--- config.mk ---
export PLATFORM = sky130hd
export DESIGN_NAME = sac_ctrl
export DESIGN_NICKNAME = d
export VERILOG_FILES = /design/src/sac_pkg.sv /design/src/sac_tick.sv /design/src/sac_ctrl.sv
export VERILOG_INCLUDE_DIRS = /design/src /design/src/src
export SDC_FILE = /design/constraint.sdc
export NUM_CORES = 1
export LEC_CHECK = 0
export ABC_AREA = 1
export ABC_CLOCK_PERIOD_IN_PS = 1800
export BUFFER_PORTS_ARGS = -buffer_cell sky130_fd_sc_hd__buf_2
export CAP_MARGIN = 20
export CORE_MARGIN = 3
export CORE_UTILIZATION = 49
export CTS_CLUSTER_SIZE = 12
export DETAILED_ROUTE_END_ITERATION = 6
export PLACE_DENSITY = 0.73
export SYNTH_ARGS = -nofsm -noshare
export SYNTH_HDL_FRONTEND = slang
export SYNTH_SLANG_ARGS = --single-unit
--- constraint.sdc ---
create_clock -name CLK_SYS -period 1.8 [get_ports CLK_SYS]
set_clock_uncertainty 0.05 [all_clocks]
set_input_delay 0 -clock CLK_SYS [delete_from_list [all_inputs] [get_ports CLK_SYS]]
set_output_delay 0 -clock CLK_SYS [all_outputs]
set_load 0.1 [all_outputs]
--- src/sac_map.svh ---
`ifndef SAC_MAP_SVH
`define SAC_MAP_SVH

// register byte addresses: word index times four on the 32-bit bus
`define SAC_IDX_CSR        8'h2e
`define SAC_IDX_RESULT_HI  8'h2f
`define SAC_IDX_RESULT_LO  8'h30
`define SAC_IDX_CLKCTL     8'h31
`define SAC_ADDR_CSR       10'h0b8
`define SAC_ADDR_RESULT_HI 10'h0bc
`define SAC_ADDR_RESULT_LO 10'h0c0
`define SAC_ADDR_CLKCTL    10'h0c4

// control/status field positions
`define SAC_CSR_DONE_BIT   7
`define SAC_CSR_DIV_MSB    6
`define SAC_CSR_DIV_LSB    5
`define SAC_CSR_ON_BIT     4
`define SAC_CSR_CH_MSB     3
`define SAC_CSR_CH_LSB     0
// clock control field positions
`define SAC_CLK_IRQEN_BIT  0
`define SAC_CLK_STRETCH_BIT 1

`define SAC_CSR_RESET      8'h00
`define SAC_CLKCTL_RESET   8'h00

// timing: system clock and converter clock rates
`define SAC_SYS_CLK_MHZ    100
`define SAC_FADC0_MHZ      4
`define SAC_FADC1_MHZ      2
`define SAC_FADC2_MHZ      1
`define SAC_DIV0           (`SAC_SYS_CLK_MHZ / `SAC_FADC0_MHZ)
`define SAC_DIV1           (`SAC_SYS_CLK_MHZ / `SAC_FADC1_MHZ)
`define SAC_DIV2           (`SAC_SYS_CLK_MHZ / `SAC_FADC2_MHZ)
// sample phase: last phase count, one less than its length in converter clocks
`define SAC_SAMPLE_SHORT   4'h3
`define SAC_SAMPLE_LONG    4'hb

`endif

--- src/sac_pkg.sv ---
package sac_pkg;
  typedef enum logic [1:0] {
    SAC_IDLE   = 2'b00,
    SAC_SAMPLE = 2'b01,
    SAC_CONV   = 2'b10
  } sac_state_type;
endpackage : sac_pkg

--- src/sac_tick.sv ---
`timescale 1ns/1ps
`include "sac_map.svh"

// converter clock enable from the prescale field
module sac_tick (
  input  wire logic       CLK_SYS,
  input  wire logic       RST_N,
  input  wire logic       run,
  input  wire logic [1:0] prescale,
  output logic            tick
);
  typedef struct packed {
    logic [6:0] cnt;
    logic       tick;
  } sac_tick_state_type;

  sac_tick_state_type st_reg;
  sac_tick_state_type st_next;
  logic [6:0]         limit;

  always_comb begin
    case (prescale)
      2'b00:   limit = 7'(`SAC_DIV0 - 1);
      2'b01:   limit = 7'(`SAC_DIV1 - 1);
      default: limit = 7'(`SAC_DIV2 - 1);
    endcase
    st_next = st_reg;
    st_next.tick = 1'b0;
    if (!run) begin
      st_next.cnt = 7'h00;
    end else if (st_reg.cnt >= limit) begin
      st_next.cnt = 7'h00;
      st_next.tick = 1'b1;
    end else begin
      st_next.cnt = st_reg.cnt + 7'h01;
    end
  end

  always_ff @(posedge CLK_SYS or negedge RST_N) begin
    if (!RST_N) begin
      st_reg <= '0;
    end else begin
      st_reg <= st_next;
    end
  end

  assign tick = st_reg.tick;
endmodule : sac_tick

--- src/sac_ctrl.sv ---
// Decided for this implementation: register access over Wishbone and the register addresses.
`timescale 1ns/1ps
`include "sac_map.svh"

// Contract
// - 10-bit successive approximation with sample hold
// - result split across two byte registers
// - 4-bit channel select picks one of 16
// - converter_on starts continuous back-to-back conversions
// - done flag held low while converting (here cleared only on a start from idle or a high byte read)
// - channel change aborts and restarts conversion
// - done flag set at conversion end
// - interrupt only when conversion_irq_enable set
// - result held until next conversion finishes
// - reading high byte clears done flag
// - above high reference saturates to 3ff
// - below low reference gives zero
// - results are monotonic in input
// - stretch bit selects longer sample time
// - analog use keeps digital pin read
// - clearing converter_on stops conversion
// - low read locks results until release
// - bits 9:2 high, 1:0 low, rest zero
module sac_ctrl (
  input  wire logic        CLK_SYS,
  input  wire logic        RST_N,
  input  wire logic        WB_CYC_I,
  input  wire logic        WB_STB_I,
  input  wire logic        WB_WE_I,
  input  wire logic [9:0]  WB_ADR_I,
  input  wire logic [3:0]  WB_SEL_I,
  input  wire logic [31:0] WB_DAT_I,
  output logic      [31:0] WB_DAT_O,
  output logic             WB_ACK_O,
  output logic             WB_ERR_O,
  output logic      [3:0]  ANALOG_CH_SEL,
  output logic             ANALOG_SAMPLE,
  output logic      [9:0]  DAC_TRIAL,
  input  wire logic        ANALOG_COMP,
  input  wire logic [15:0] ANALOG_INPUT_PIN,
  output logic      [15:0] DIGITAL_PIN_VALUE,
  output logic             CONV_IRQ
);
  typedef struct packed {
    logic [7:0]            csr;
    logic [7:0]            clkctl;
    logic [9:0]            result;
    logic                  locked;
    sac_pkg::sac_state_type state;
    logic [3:0]            ch;
    logic [3:0]            phase_cnt;
    logic [3:0]            bit_idx;
    logic [9:0]            sar;
    logic [9:0]            trial;
    logic                  sample;
    logic                  comp_s1;
    logic                  comp_s2;
    logic [15:0]           pin_s1;
    logic [15:0]           pin_s2;
    logic                  ack;
    logic                  err;
    logic [31:0]           rdata;
    logic                  irq;
  } sac_ctrl_state_type;

  sac_ctrl_state_type st_reg;
  sac_ctrl_state_type st_next;
  logic               tick;
  logic               conv_on;
  logic [3:0]         ch_field;

  assign conv_on  = st_reg.csr[`SAC_CSR_ON_BIT];
  assign ch_field = st_reg.csr[`SAC_CSR_CH_MSB:`SAC_CSR_CH_LSB];

  sac_tick u_tick (
    .CLK_SYS  (CLK_SYS),
    .RST_N    (RST_N),
    .run      (conv_on),
    .prescale (st_reg.csr[`SAC_CSR_DIV_MSB:`SAC_CSR_DIV_LSB]),
    .tick     (tick)
  );

  ////////////////////////////////////////////////////////////////////////////////
  always_comb begin
    logic       req;
    logic       wr;
    logic       rd_lo;
    logic       rd_hi;
    logic       restart;
    logic       finish;
    logic [9:0] trial;
    logic [9:0] final_code;
    logic       on_next;
    logic [3:0] ch_next;
    logic [3:0] sample_len;
    on_next    = 1'b0;
    ch_next    = 4'h0;
    sample_len = 4'h0;
    req        = 1'b0;
    wr         = 1'b0;
    rd_lo      = 1'b0;
    rd_hi      = 1'b0;
    restart    = 1'b0;
    finish     = 1'b0;
    trial      = 10'h000;
    final_code = 10'h000;
    st_next = st_reg;

    // comparator and pins come from the analog side: two stages first
    st_next.comp_s1 = ANALOG_COMP;
    st_next.comp_s2 = st_reg.comp_s1;
    st_next.pin_s1  = ANALOG_INPUT_PIN;
    st_next.pin_s2  = st_reg.pin_s1;

    // classic single-cycle slave: ack one cycle after strobe, dropped next cycle
    req = WB_CYC_I && WB_STB_I && !st_reg.ack && !st_reg.err;
    st_next.ack   = 1'b0;
    st_next.err   = 1'b0;
    st_next.rdata = 32'h0000_0000;
    if (req) begin
      wr = WB_WE_I && WB_SEL_I[0];
      case (WB_ADR_I)
        `SAC_ADDR_CSR: begin
          st_next.ack = 1'b1;
          st_next.rdata = {24'h000000, st_reg.csr};
          if (wr) begin
            // done flag is read only
            st_next.csr[6:0] = WB_DAT_I[6:0];
          end
        end
        `SAC_ADDR_RESULT_HI: begin
          st_next.ack = 1'b1;
          st_next.rdata = {24'h000000, st_reg.result[9:2]};
          rd_hi = !WB_WE_I;
        end
        `SAC_ADDR_RESULT_LO: begin
          st_next.ack = 1'b1;
          st_next.rdata = {24'h000000, 6'h00, st_reg.result[1:0]};
          rd_lo = !WB_WE_I;
        end
        `SAC_ADDR_CLKCTL: begin
          st_next.ack = 1'b1;
          st_next.rdata = {24'h000000, st_reg.clkctl};
          if (wr) begin
            st_next.clkctl = {6'h00, WB_DAT_I[1:0]};
          end
        end
        default: st_next.err = 1'b1;
      endcase
    end

    // lock on low read, release on high read or converter off
    if (rd_lo) begin
      st_next.locked = 1'b1;
    end
    on_next = st_next.csr[`SAC_CSR_ON_BIT];
    ch_next = st_next.csr[`SAC_CSR_CH_MSB:`SAC_CSR_CH_LSB];
    if (rd_hi || !on_next) begin
      st_next.locked = 1'b0;
    end

    // sample time follows the live setting, so a change applies to a sample already in progress
    sample_len = `SAC_SAMPLE_SHORT;
    if (st_reg.clkctl[`SAC_CLK_STRETCH_BIT]) begin
      sample_len = `SAC_SAMPLE_LONG;
    end
    trial   = st_reg.sar | (10'h200 >> st_reg.bit_idx);
    restart = ch_next != ch_field;

    case (st_reg.state)
      sac_pkg::SAC_IDLE: begin
        if (conv_on) begin
          st_next.state = sac_pkg::SAC_SAMPLE;
          st_next.ch = ch_field;
          st_next.phase_cnt = 4'h0;
        end
      end
      sac_pkg::SAC_SAMPLE: begin
        if (tick) begin
          if (st_reg.phase_cnt >= sample_len) begin
            st_next.state = sac_pkg::SAC_CONV;
            st_next.sar = 10'h000;
            st_next.bit_idx = 4'h0;
          end else begin
            st_next.phase_cnt = st_reg.phase_cnt + 4'h1;
          end
        end
      end
      sac_pkg::SAC_CONV: begin
        // binary search: keep a trial bit when input is at or above it,
        // which gives 3ff above top reference and 000 below bottom
        if (tick) begin
          if (st_reg.comp_s2) begin
            st_next.sar = trial;
          end
          if (st_reg.bit_idx == 4'h9) begin
            finish = 1'b1;
            final_code = st_reg.comp_s2 ? trial : st_reg.sar;
            st_next.state = sac_pkg::SAC_SAMPLE;
            st_next.ch = ch_field;
            st_next.phase_cnt = 4'h0;
          end else begin
            st_next.bit_idx = st_reg.bit_idx + 4'h1;
          end
        end
      end
      default: st_next.state = sac_pkg::SAC_IDLE;
    endcase

    if (finish && !restart) begin
      st_next.csr[`SAC_CSR_DONE_BIT] = 1'b1;
      if (!st_next.locked) begin
        st_next.result = final_code;
      end
    end else if (rd_hi) begin
      st_next.csr[`SAC_CSR_DONE_BIT] = 1'b0;
    end
    st_next.irq = finish && !restart && st_reg.clkctl[`SAC_CLK_IRQEN_BIT];

    if (restart && on_next) begin
      st_next.state = sac_pkg::SAC_SAMPLE;
      st_next.ch = ch_next;
      st_next.phase_cnt = 4'h0;
    end
    if (!on_next) begin
      st_next.state = sac_pkg::SAC_IDLE;
      st_next.sar = 10'h000;
    end
    // every start from idle, by the on bit or by a channel write, drops the flag
    if (st_next.state == sac_pkg::SAC_SAMPLE && st_reg.state == sac_pkg::SAC_IDLE) begin
      st_next.csr[`SAC_CSR_DONE_BIT] = 1'b0;
    end

    // analog strobes come straight from flops, in step with the state
    st_next.sample = st_next.state == sac_pkg::SAC_SAMPLE;
    st_next.trial  = 10'h000;
    if (st_next.state == sac_pkg::SAC_CONV) begin
      st_next.trial = st_next.sar | (10'h200 >> st_next.bit_idx);
    end
  end

  ////////////////////////////////////////////////////////////////////////////////
  always_ff @(posedge CLK_SYS or negedge RST_N) begin
    if (!RST_N) begin
      st_reg <= '0;
      st_reg.csr <= `SAC_CSR_RESET;
      st_reg.clkctl <= `SAC_CLKCTL_RESET;
      st_reg.state <= sac_pkg::SAC_IDLE;
    end else begin
      st_reg <= st_next;
    end
  end

  assign WB_DAT_O          = st_reg.rdata;
  assign WB_ACK_O          = st_reg.ack;
  assign WB_ERR_O          = st_reg.err;
  assign ANALOG_CH_SEL     = st_reg.ch;
  assign ANALOG_SAMPLE     = st_reg.sample;
  assign DAC_TRIAL         = st_reg.trial;
  assign DIGITAL_PIN_VALUE = st_reg.pin_s2;
  assign CONV_IRQ          = st_reg.irq;
endmodule : sac_ctrl

==> results of run 1 <==
## cell usage after synthesis (3+ instances only)
cell type / instances
a21o_1: 3
nand3_1: 28
a21oi_1: 35
nor2_1: 53
buf_6: 3
dfrtp_1: 109
nor3b_1: 3
buf_4: 63
nor4_1: 6
nand2_2: 13
clkbuf_1: 6
nand3b_1: 6
inv_1: 55
mux2_2: 3
o21ai_2: 10
nand2_1: 82
nand2_4: 3
o21ai_1: 13
nand4_1: 16
a31oi_1: 8
inv_2: 10
o21ai_0: 13
nor3_1: 6
ha_1: 19
xor2_1: 5
## layout make-up
class	count	area (um^2)
clock inverter	7	91.3
fill	694	3080
clock buffer	9	225
tap	140	175
sequential	109	2740
multi-input combinational	370	2720
timing repair buffer	217	1650
inverter	66	265
## tightest hold or removal path: cells and delay by family
kind                   cells  cell delay [ps]
AND/OR/NAND/NOR            1              120
buffers and inverters      2              230
AO/OA/AOI/OAI              1               40
## logic make-up after synthesis
| logic type | share of synthesized area [%] |
|---|---|
| buffers and inverters | 14.2 |
| AOI/OAI and AO/OA | 9.90 |
| and+or+nand+nor | 20.6 |
| other | 0.0679 |
| adders and majority gates | 4.31 |
| DFF | 49.4 |
| muxes | 0.612 |
| xor gates and xnor gates | 0.952 |
## metrics by stage
stage          setup WS [ps]  instances  utilization, %
3_3_place_gp            -213        854            59.0
6_report                -322        918            71.9
5_1_grt                 -404        918            71.9
3_5_place_dp            -290        854            59.0
4_1_cts                 -191        906            66.5
2_1_floorplan           -369        617               -
## power breakdown
group / total (mW) / internal, mW / switching [mW]
Clock: 2.12 / 1.12 / 1.00
Sequential: 2.74 / 2.60 / 0.142
Combinational: 2.39 / 0.881 / 1.51
Total: 7.26 / 4.60 / 2.66
## per-layer routing
layer	share of wire, %	GRT usage [%]	vias up
met1	39	27.8	2444
met5	0	0	-
met4	4.2	10.1	0
met3	6.7	2.96	60
met2	50	39.6	271
li1	-	-	2235
## cells in the final DEF (no fill, tap or decap), types with 5 or more instances in the layout
master and instances:
nand2_1 67, dfrtp_1 107, nand2_4 9, dlygate4sd3_1 23, xor2_1 5, buf_2 80
a21oi_1 21, nand2_2 20, nor3_4 5, nor2_4 10, nand3_4 5, nand3_2 7
nand4_1 16, nor2_1 37, clkbuf_16 10, nand3_1 18, ha_1 11, nor2_2 9
o21ai_2 13, conb_1 24, a21oi_2 11, buf_4 89, a31oi_1 6, buf_6 17
nand3b_1 6, buf_12 6, ha_4 5, inv_1 44, o21ai_0 8, o21ai_1 12
inv_2 16
## worst paths after layout
| path | endpoint | start | depth (start not counted) |
|---|---|---|---|
| max in group asynchronous | st_reg[86] | RST_N | 3 |
| min in group asynchronous | WB_ACK_O | RST_N | 2 |
| setup / recovery | DAC_TRIAL[8] | st_reg[97] | 11 |
| setup reg to reg | DAC_TRIAL[8] | st_reg[97] | 11 |
| hold / removal | WB_DAT_O[3] | WB_CYC_I | 4 |
| hold reg to reg | st_reg[67] | st_next[67] | 0 |
## timing repair
| item | CTS | global route |
|---|---|---|
| buffers inserted | 13 | 14 |
| pin swaps | 11 | 41 |
| resized for setup | 48 | 110 |
| endpoints found under the hold margin | 60 | 1 |
| hold buffers | 22 | 1 |
| cloned | 1 | 1 |
| endpoints found under the setup margin | 53 | 56 |
==> reports/summary.txt, run 1 <==
Delay-heaviest family, CP: compound AO/OA/AOI/OAI gates
Nets: 860
Hold Fails Final Rpt: 0
Async S/R FF share, synth: 100%
Syn Inst Count: 594
Starting Density: 50.5%
Final setup fails: 49
Post-DP HPWL: 9330 um
Drt drc: 0
Worst setup SP type: register
Worst Setup End Kind: register
Design Area, Final: 0.00786 mm^2
Number of synthesized flops with an enable pin: 0
Synth area leader: dfrtp_1
Drt total wl: 16700 um
Layout cells sized above 1: 45.8%
HP Class: in -> reg
CP Class: reg -> reg
Layout area overhead: 42.4%
Peak supply drop: 0.000684 V
Max Cap Viol: 0
Vias in the first global route: 4817
Yosys reg bits: 109
Total track usage: 22.6%
CP arrival: 2350 ps
DR WL/cell: 18.2 um
TritonRoute pass-1 iters: 5
Via Count: 5010
Seq/Total Area, Yosys: 49.4%
CP max stage delay: 420 ps
DP Area: 0.00645 mm^2
Crit-path max FO: 5
Leak: 3.98 nW
Grt ovf: 0
Post-Syn Area per Cell: 9.29 um^2
Final Wtd Congestion: 0.893
Fmax: 0.471 GHz
Worst slew pin tran: 582 ps
Io pins: 134
Status: complete, but fails checks
Final ANT Viol Nets: 0
Worst path required time: 2020 ps
Ys flop type: dfrtp_1
Top-area cell type share of the netlist area: 49.4%
Slew headroom: 60.9%
Sink Count: 109
Count of cell types in the netlist: 43
Max reg flops: 37
Total CTS buffers: 9
CTS tree: done
Mapped Area: 0.00552 mm^2
FF-to-FF setup slack: -320 ps
Largest net degree at the start of global routing: 42
Power per Cell Area: 923 mW/mm^2
Worst-Skew Late Latency: 360 ps
Wire length of the first global-routing pass: 23000 um
Tmin final: 2120 ps
Slew Viols, Final: 0
CTS max path bufs: 2
Ranking of synthesized cells by area: dfrtp_1 49%, buf_4 8.6%, nand2_1 5.6%
Power Total: 7.26 mW
Initial drt markers: 467
Die Area: 0.0126 mm^2
Die height: 112 um
Warnings, synthesis: 0
Final Cycle Share: 118%
Setup ws final: -322 ps
Port bufs: 81
CTS clk-pin slew, worst paths: 80 ps
Core area: 0.0109 mm^2
Clk Tree Root Cell: clkbuf_16
Failing checks: setup timing
Critical Path, Cell by Cell: ha_4 -> o21ai_4 -> nand2_2 -> nand2_2 -> nand2_4 -> nand2_8 -> buf_6 -> a21oi_4 -> buf_6 -> nand3_1 -> a21oi_1
WHS: 16.6 ps
Setup_tns: -9270 ps
WP buf/inv: 2
Diode count: 0
Worst path slowest cell: dfrtp_1
Row count: 38
RSZ-0062 raised after global routing: true
Via density: 5.46
Initial antenna violation count: 0
Die W: 112 um
H-tree depth: 3
Power figures use the tool's default switching activity.
==> inputs of run 2 (changes only) <==
Settings changed: ABC_AREA 1 to default, CORE_UTILIZATION 49 to 48, PLACE_DENSITY 0.73 to 0.72.
==> run 2 against run 1 <==
The flow still finishes with violations (setup timing). Clock-buffer cell count increased by 1. Register-to-register slack got worse by 330 ps. Global-route usage decreased by 0.27 points. Fmax decreased by 13%. Routed wire length decreased by 18%. Largest cell class unchanged. Setup slack got worse by 330 ps. Worst hold slack improved by 10 ps. Sequential share of layout area increased by 2.1 points. Highest routed layer unchanged. Sequential power decreased by 8.4%. Combinational power decreased by 71%. Clock power decreased by 29%. Synthesized cell count decreased by 19%.
==> reports/summary.txt, run 2 <==
Status: complete, but fails checks
Failing checks: setup timing
Count of cell types in the netlist: 61
Vias in the first global route: 4335
Post-Synth XOR/XNOR Area: 1.49%
Setup ws final: -649 ps
Drt total wl: 13800 um
Post-synth top cells: 109 x dfrtp_1, 63 x buf_4, 30 x inv_1, 29 x nor2_1, 28 x a21oi_1
Mapped Area: 0.00529 mm^2
Setup_tns: -22550 ps
Worst setup SP type: register
Placement Setup Slack: -620 ps
CTS max path bufs: 2
Layout cells sized above 1: 46.4%
Fin util: 70.5%
HP Class: in -> reg
Crit-path max FO: 10
Clk Tree Root Cell: clkbuf_8
Largest family of logic cells by synthesized area: compound AO/OA/AOI/OAI gates
Sink Count: 109
Power Total: 4.71 mW
Syn Inst Count: 483
Hold Fails Final Rpt: 0
Post-Layout Cell Count: 800
Die W: 111 um
Seq/Total Area, Yosys: 51.6%
Post-DP HPWL: 8630 um
CP max stage delay: 490 ps
DP Area: 0.00615 mm^2
Top-area cell type share of the netlist area: 51.6%
Simple-gate share of the synthesized area: 11.3%
Final ANT Viol Nets: 0
Max reg flops: 37
Yosys reg bits: 109
Most numerous cell in the Yosys netlist: dfrtp_1
Worst Setup End Kind: register
Commonest cells after routing, fill and taps aside: 107 x dfrtp_1, 80 x buf_2, 75 x buf_4
Number of synthesized flops with an enable pin: 0
Delay-heaviest family, CP: simple AND/OR/NAND/NOR gates
Compound-Gate Fraction of Synth Area: 12.5%
Via density: 5.30
Starting Density: 50.3%
Async S/R FF share, synth: 100%
Via Count: 4238
Design Area, Final: 0.00741 mm^2
Largest net degree at the start of global routing: 40
CP Class: reg -> reg
Tmin final: 2450 ps
Worst-Skew Late Latency: 390 ps
Mux cell area share after synthesis: 6.51%
Port bufs: 81
Warnings, synthesis: 0
CP arrival: 2730 ps
Slew Viols, Final: 0
Die Area: 0.0123 mm^2
Commonest non-fill, non-tap cell in the layout: dfrtp_1
Layout area overhead: 40.1%
Peak supply drop: 0.000489 V
H-tree depth: 3
Post-Syn Area per Cell: 10.9 um^2
Core area: 0.0105 mm^2
Worst path slowest cell: dfrtp_4
Max Cap Viol: 0
Placed cells: 733
CTS clk-pin slew, worst paths: 110 ps
Power per Cell Area: 635 mW/mm^2
Row count: 37
Area share of fa/ha/maj cells after synthesis: 4.49%
Initial antenna violation count: 0
Ranking of synthesized cells by area: dfrtp_1 52%, buf_4 8.9%, ha_1 4.5%
Nets: 746
Leak: 3.65 nW
Worst path required time: 2080 ps
Critical Path, Cell by Cell: and4bb_1 -> nand4_1 -> or3_4 -> o21ai_2 -> or4b_4 -> buf_6 -> o21ba_1
Die height: 111 um
Fmax: 0.408 GHz
Initial drt markers: 356
Wire length of the first global-routing pass: 21900 um
WHS: 26.7 ps
Final setup fails: 62
DR WL/cell: 17.2 um
Final Wtd Congestion: 0.898
Synth area leader: dfrtp_1
Drt drc: 0
CTS tree: done
Total CTS buffers: 9
Grt ovf: 0
Diode count: 0
WP buf/inv: 1
Ys flop type: dfrtp_1
Final Cycle Share: 136%
Io pins: 134
Total track usage: 22.3%
RSZ-0062 raised after global routing: true
TritonRoute pass-1 iters: 7
==> run 2: cells by family after synthesis <==
logic type,after synthesis
DFF,109
and+or+nand+nor,107
buffers and inverters,107
AOI/OAI and AO/OA,98
muxes,33
adders and majority gates,19
xor gates and xnor gates,9
other,1
==> run 2: layout make-up <==
class / count / area, um^2
inverter: 31 / 121
timing repair buffer: 218 / 1670
sequential: 109 / 2740
tap: 136 / 170
clock buffer: 10 / 138
fill: 680 / 3100
multi-input combinational: 290 / 2510
clock inverter: 6 / 62.6
==> run 2: worst paths after layout <==
kind / from / slack, ps / cells after the start / end
max in group asynchronous: RST_N / 1070 / 3 / DAC_TRIAL[1]
hold reg to reg: st_next[43] / 310 / 0 / DIGITAL_PIN_VALUE[8]
hold / removal: WB_SEL_I[0] / 30 / 4 / st_reg[116]
setup reg to reg: WB_ACK_O / -650 / 7 / DAC_TRIAL[1]
setup / recovery: WB_ACK_O / -650 / 7 / DAC_TRIAL[1]
min in group asynchronous: RST_N / 60 / 2 / DIGITAL_PIN_VALUE[10]
==> run 2: per-layer routing <==
| layer | global-route usage (%) | routed length [um] |
|---|---|---|
| met1 | 27.8 | 5620 |
| met2 | 37.3 | 6870 |
| met3 | 5.51 | 911 |
| met4 | 8.70 | 376 |
| met5 | 0 | 0 |
==> run 2: what timing repair did <==
item | in CTS | in global routing
pin swaps | 26 | 10
gates cloned | 2 | 0
buffers inserted | 14 | 12
setup endpoints to repair | 60 | 66
gates resized for setup | 91 | 60
hold buffers | 29 | 0
endpoints found under the hold margin | 144 | 0
==> run 2: power by group <==
| part | total (mW) | switching (mW) | internal (mW) |
|---|---|---|---|
| Combinational | 0.683 | 0.537 | 0.146 |
| Sequential | 2.51 | 0.0180 | 2.50 |
| Clock | 1.51 | 0.929 | 0.581 |
| Total | 4.71 | 1.48 | 3.22 |
==> run 2: tightest hold or removal path, stage by stage <==
cell and delay (ps):
buf_2 120, nand3_2 80, nor3_4 50, mux2_4 190
==> inputs of run 3 (changes only) <==
Settings changed: GPL_TIMING_DRIVEN from default to 0, SETUP_SLACK_MARGIN from default to 0.2.
==> run 3 against run 2 <==
Highest routed layer unchanged. Total power decreased by 0.96%. Cell count increased by 1.0%. Global-route usage decreased by 1.5 points. Fmax decreased by 1.2%. The run ends with hold timing, setup timing left. Via count decreased by 2.5%. Setup slack got worse by 29 ps. Sequential share of layout area increased by 0.35 points. Critical path depth unchanged. First-iteration DRC count decreased by 25%. Register-to-register slack got worse by 30 ps.
==> reports/summary.txt, run 3 (synthesis results as in run 2) <==
Status: complete, but fails checks
Failing checks: hold timing, setup timing
CP max stage delay: 480 ps
Max Cap Viol: 0
RSZ-0062 raised after global routing: true
Hold Startpoint: WB_STB_I
HP Class: in -> reg
Met3 usage: 4.20%
Hold EP: WB_ACK_O
RR Endpoint: DAC_TRIAL[7]
DR WL/cell: 15.9 um
Pint: 3.22 mW
Drt total wl: 12900 um
Largest net degree at the start of global routing: 76
Met2 Use GR: 35.5%
Power Total: 4.66 mW
Reg2reg start: WB_ERR_O
Switching Share: 31.0%
Commonest non-fill, non-tap cell in the layout: dfrtp_1
Total net switching power: 1.44 mW
CP arrival: 2740 ps
Sink Count: 109
Hold Fails Final Rpt: 3
Worst path required time: 2060 ps
Clk Tree Root Cell: clkbuf_8
CTS max path bufs: 2
WHS: -85.2 ps
Clock share of power: 30.5%
Worst Setup End Kind: register
Core area: 0.0105 mm^2
Worst slew pin tran: 695 ps
Final Cycle Share: 138%
H-tree depth: 3
Seq pwr share: 53.9%
Min-Delay Path Depth: 3
FF-to-FF setup slack: -680 ps
Busiest grt layer: met2
Final setup fails: 59
Leak: 3.68 nW
Total CTS buffers: 9
WP buf/inv: 1
Diode count: 0
Via Count: 4130
Grt ovf: 0
Slew Viols, Final: 0
Commonest cells after routing, fill and taps aside: 107 x dfrtp_1, 84 x buf_4, 80 x buf_2
Die height: 111 um
TritonRoute pass-1 iters: 4
Max reg flops: 37
Multi-input logic area: 0.00242 mm^2
CP Class: reg -> reg
Setup ws final: -677 ps
Via density: 5.11
Vias in the first global route: 4265
Crit-path max FO: 10
Fmax: 0.404 GHz
CTS tree: done
Peak supply drop: 0.000439 V
Worst-Skew Late Latency: 380 ps
Nets: 754
Layout area overhead: 38.8%
Worst r2r path cells: 7
Grt met1 use: 26.7%
Combinational share of power: 15.6%
Starting Density: 50.3%
Initial antenna violation count: 0
CTS clk-pin slew, worst paths: 120 ps
Delay-heaviest family, CP: simple AND/OR/NAND/NOR gates
Power per Cell Area: 635 mW/mm^2
Final-layout fill cell count: 730
Worst path slowest cell: dfrtp_4
Io pins: 134
Layout cells sized above 1: 43.5%
Initial drt markers: 267
Row count: 37
Hold Buf Count CTS: 25
Fin util: 69.8%
Storage cell area: 0.00274 mm^2
Drt drc: 0
Worst setup SP type: register
Final Wtd Congestion: 0.885
Slew headroom: 53.7%
Die W: 111 um
Tmin final: 2480 ps
Final ANT Viol Nets: 0
Wire length of the first global-routing pass: 21100 um
Die Area: 0.0123 mm^2
Critical Path, Cell by Cell: and4bb_2 -> nand4_1 -> or3_4 -> o21ai_4 -> or4b_4 -> buf_6 -> o21ba_1
Port bufs: 81
Total track usage: 20.8%
Post-DP HPWL: 8170 um
==> run 3: cell count changes in the layout (fill, tap and decap cells not counted), sizes merged <==
cell | previous run | this run
clkbuf | 10 | 18
buf | 189 | 193
dlygate4sd3 | 29 | 25
clkinvlp | 0 | 2
inv | 35 | 33
==> run 3: layout make-up <==
| type | instances | area share, % |
|---|---|---|
| sequential | 109 | 37.3 |
| clock inverter | 6 | 0.818 |
| timing repair buffer | 150 | 15.2 |
| buffer | 76 | 8.08 |
| inverter | 31 | 1.62 |
| multi-input combinational | 290 | 33.0 |
| tap | 136 | 2.32 |
| clock buffer | 10 | 1.74 |
==> run 3: how the worst max path moves through the flow <==
stage,from,endpoint,slack [ps],cells past startpoint
floorplan,WB_ACK_O,st_reg[109],-750,7
global placement,WB_ACK_O,st_reg[113],-1050,7
detailed placement,WB_ACK_O,st_reg[113],-1120,7
CTS,WB_ERR_O,DAC_TRIAL[1],-710,7
global route,WB_ERR_O,st_reg[113],-760,10
finish,WB_ERR_O,DAC_TRIAL[7],-680,7
==> run 3: tightest hold or removal path: stages <==
cell	delay, ps
buf_2	100
nand3_1	150
a21oi_1	60
==> run 3: timing repair <==
item	in CTS	in global routing
endpoints found under the setup margin	65	65
gates resized for setup	96	24
cloned	1	0
buffers inserted	33	9
hold endpoints to repair	141	3
pin swaps	21	6
==> run 3: power groups by stage <==
stage	registers [mW]	logic, mW	clock network, mW
after floorplan	2.57	0.517	0
after global placement	2.56	0.651	0
after detailed placement	2.56	0.664	0
after CTS	2.51	0.719	1.45
after global routing	2.52	0.761	1.56
final	2.51	0.728	1.42
==> run 3: through the flow <==
| stage | worst slack (ps) | setup TNS [ps] | std cells | area (um^2) | hold WS [ps] |
|---|---|---|---|---|---|
| 6_report | -677 | -28610 | 808 | 7340 | -85.2 |
| 2_1_floorplan | -754 | -23620 | 506 | 5490 | -346 |
| 3_3_place_gp | -1050 | -96980 | 723 | 6060 | 58.3 |
| 5_1_grt | -757 | -33150 | 808 | 7340 | -81.4 |
| 3_5_place_dp | -1120 | -43560 | 724 | 6090 | -56.7 |
| 4_1_cts | -709 | -26210 | 799 | 7190 | -91.2 |
==> run 3: layer usage <==
metal	vias to the layer above	share of wire, %
met5	-	0
met4	0	2.1
met3	24	5.9
met2	156	50
met1	1998	42
li1	1952	-
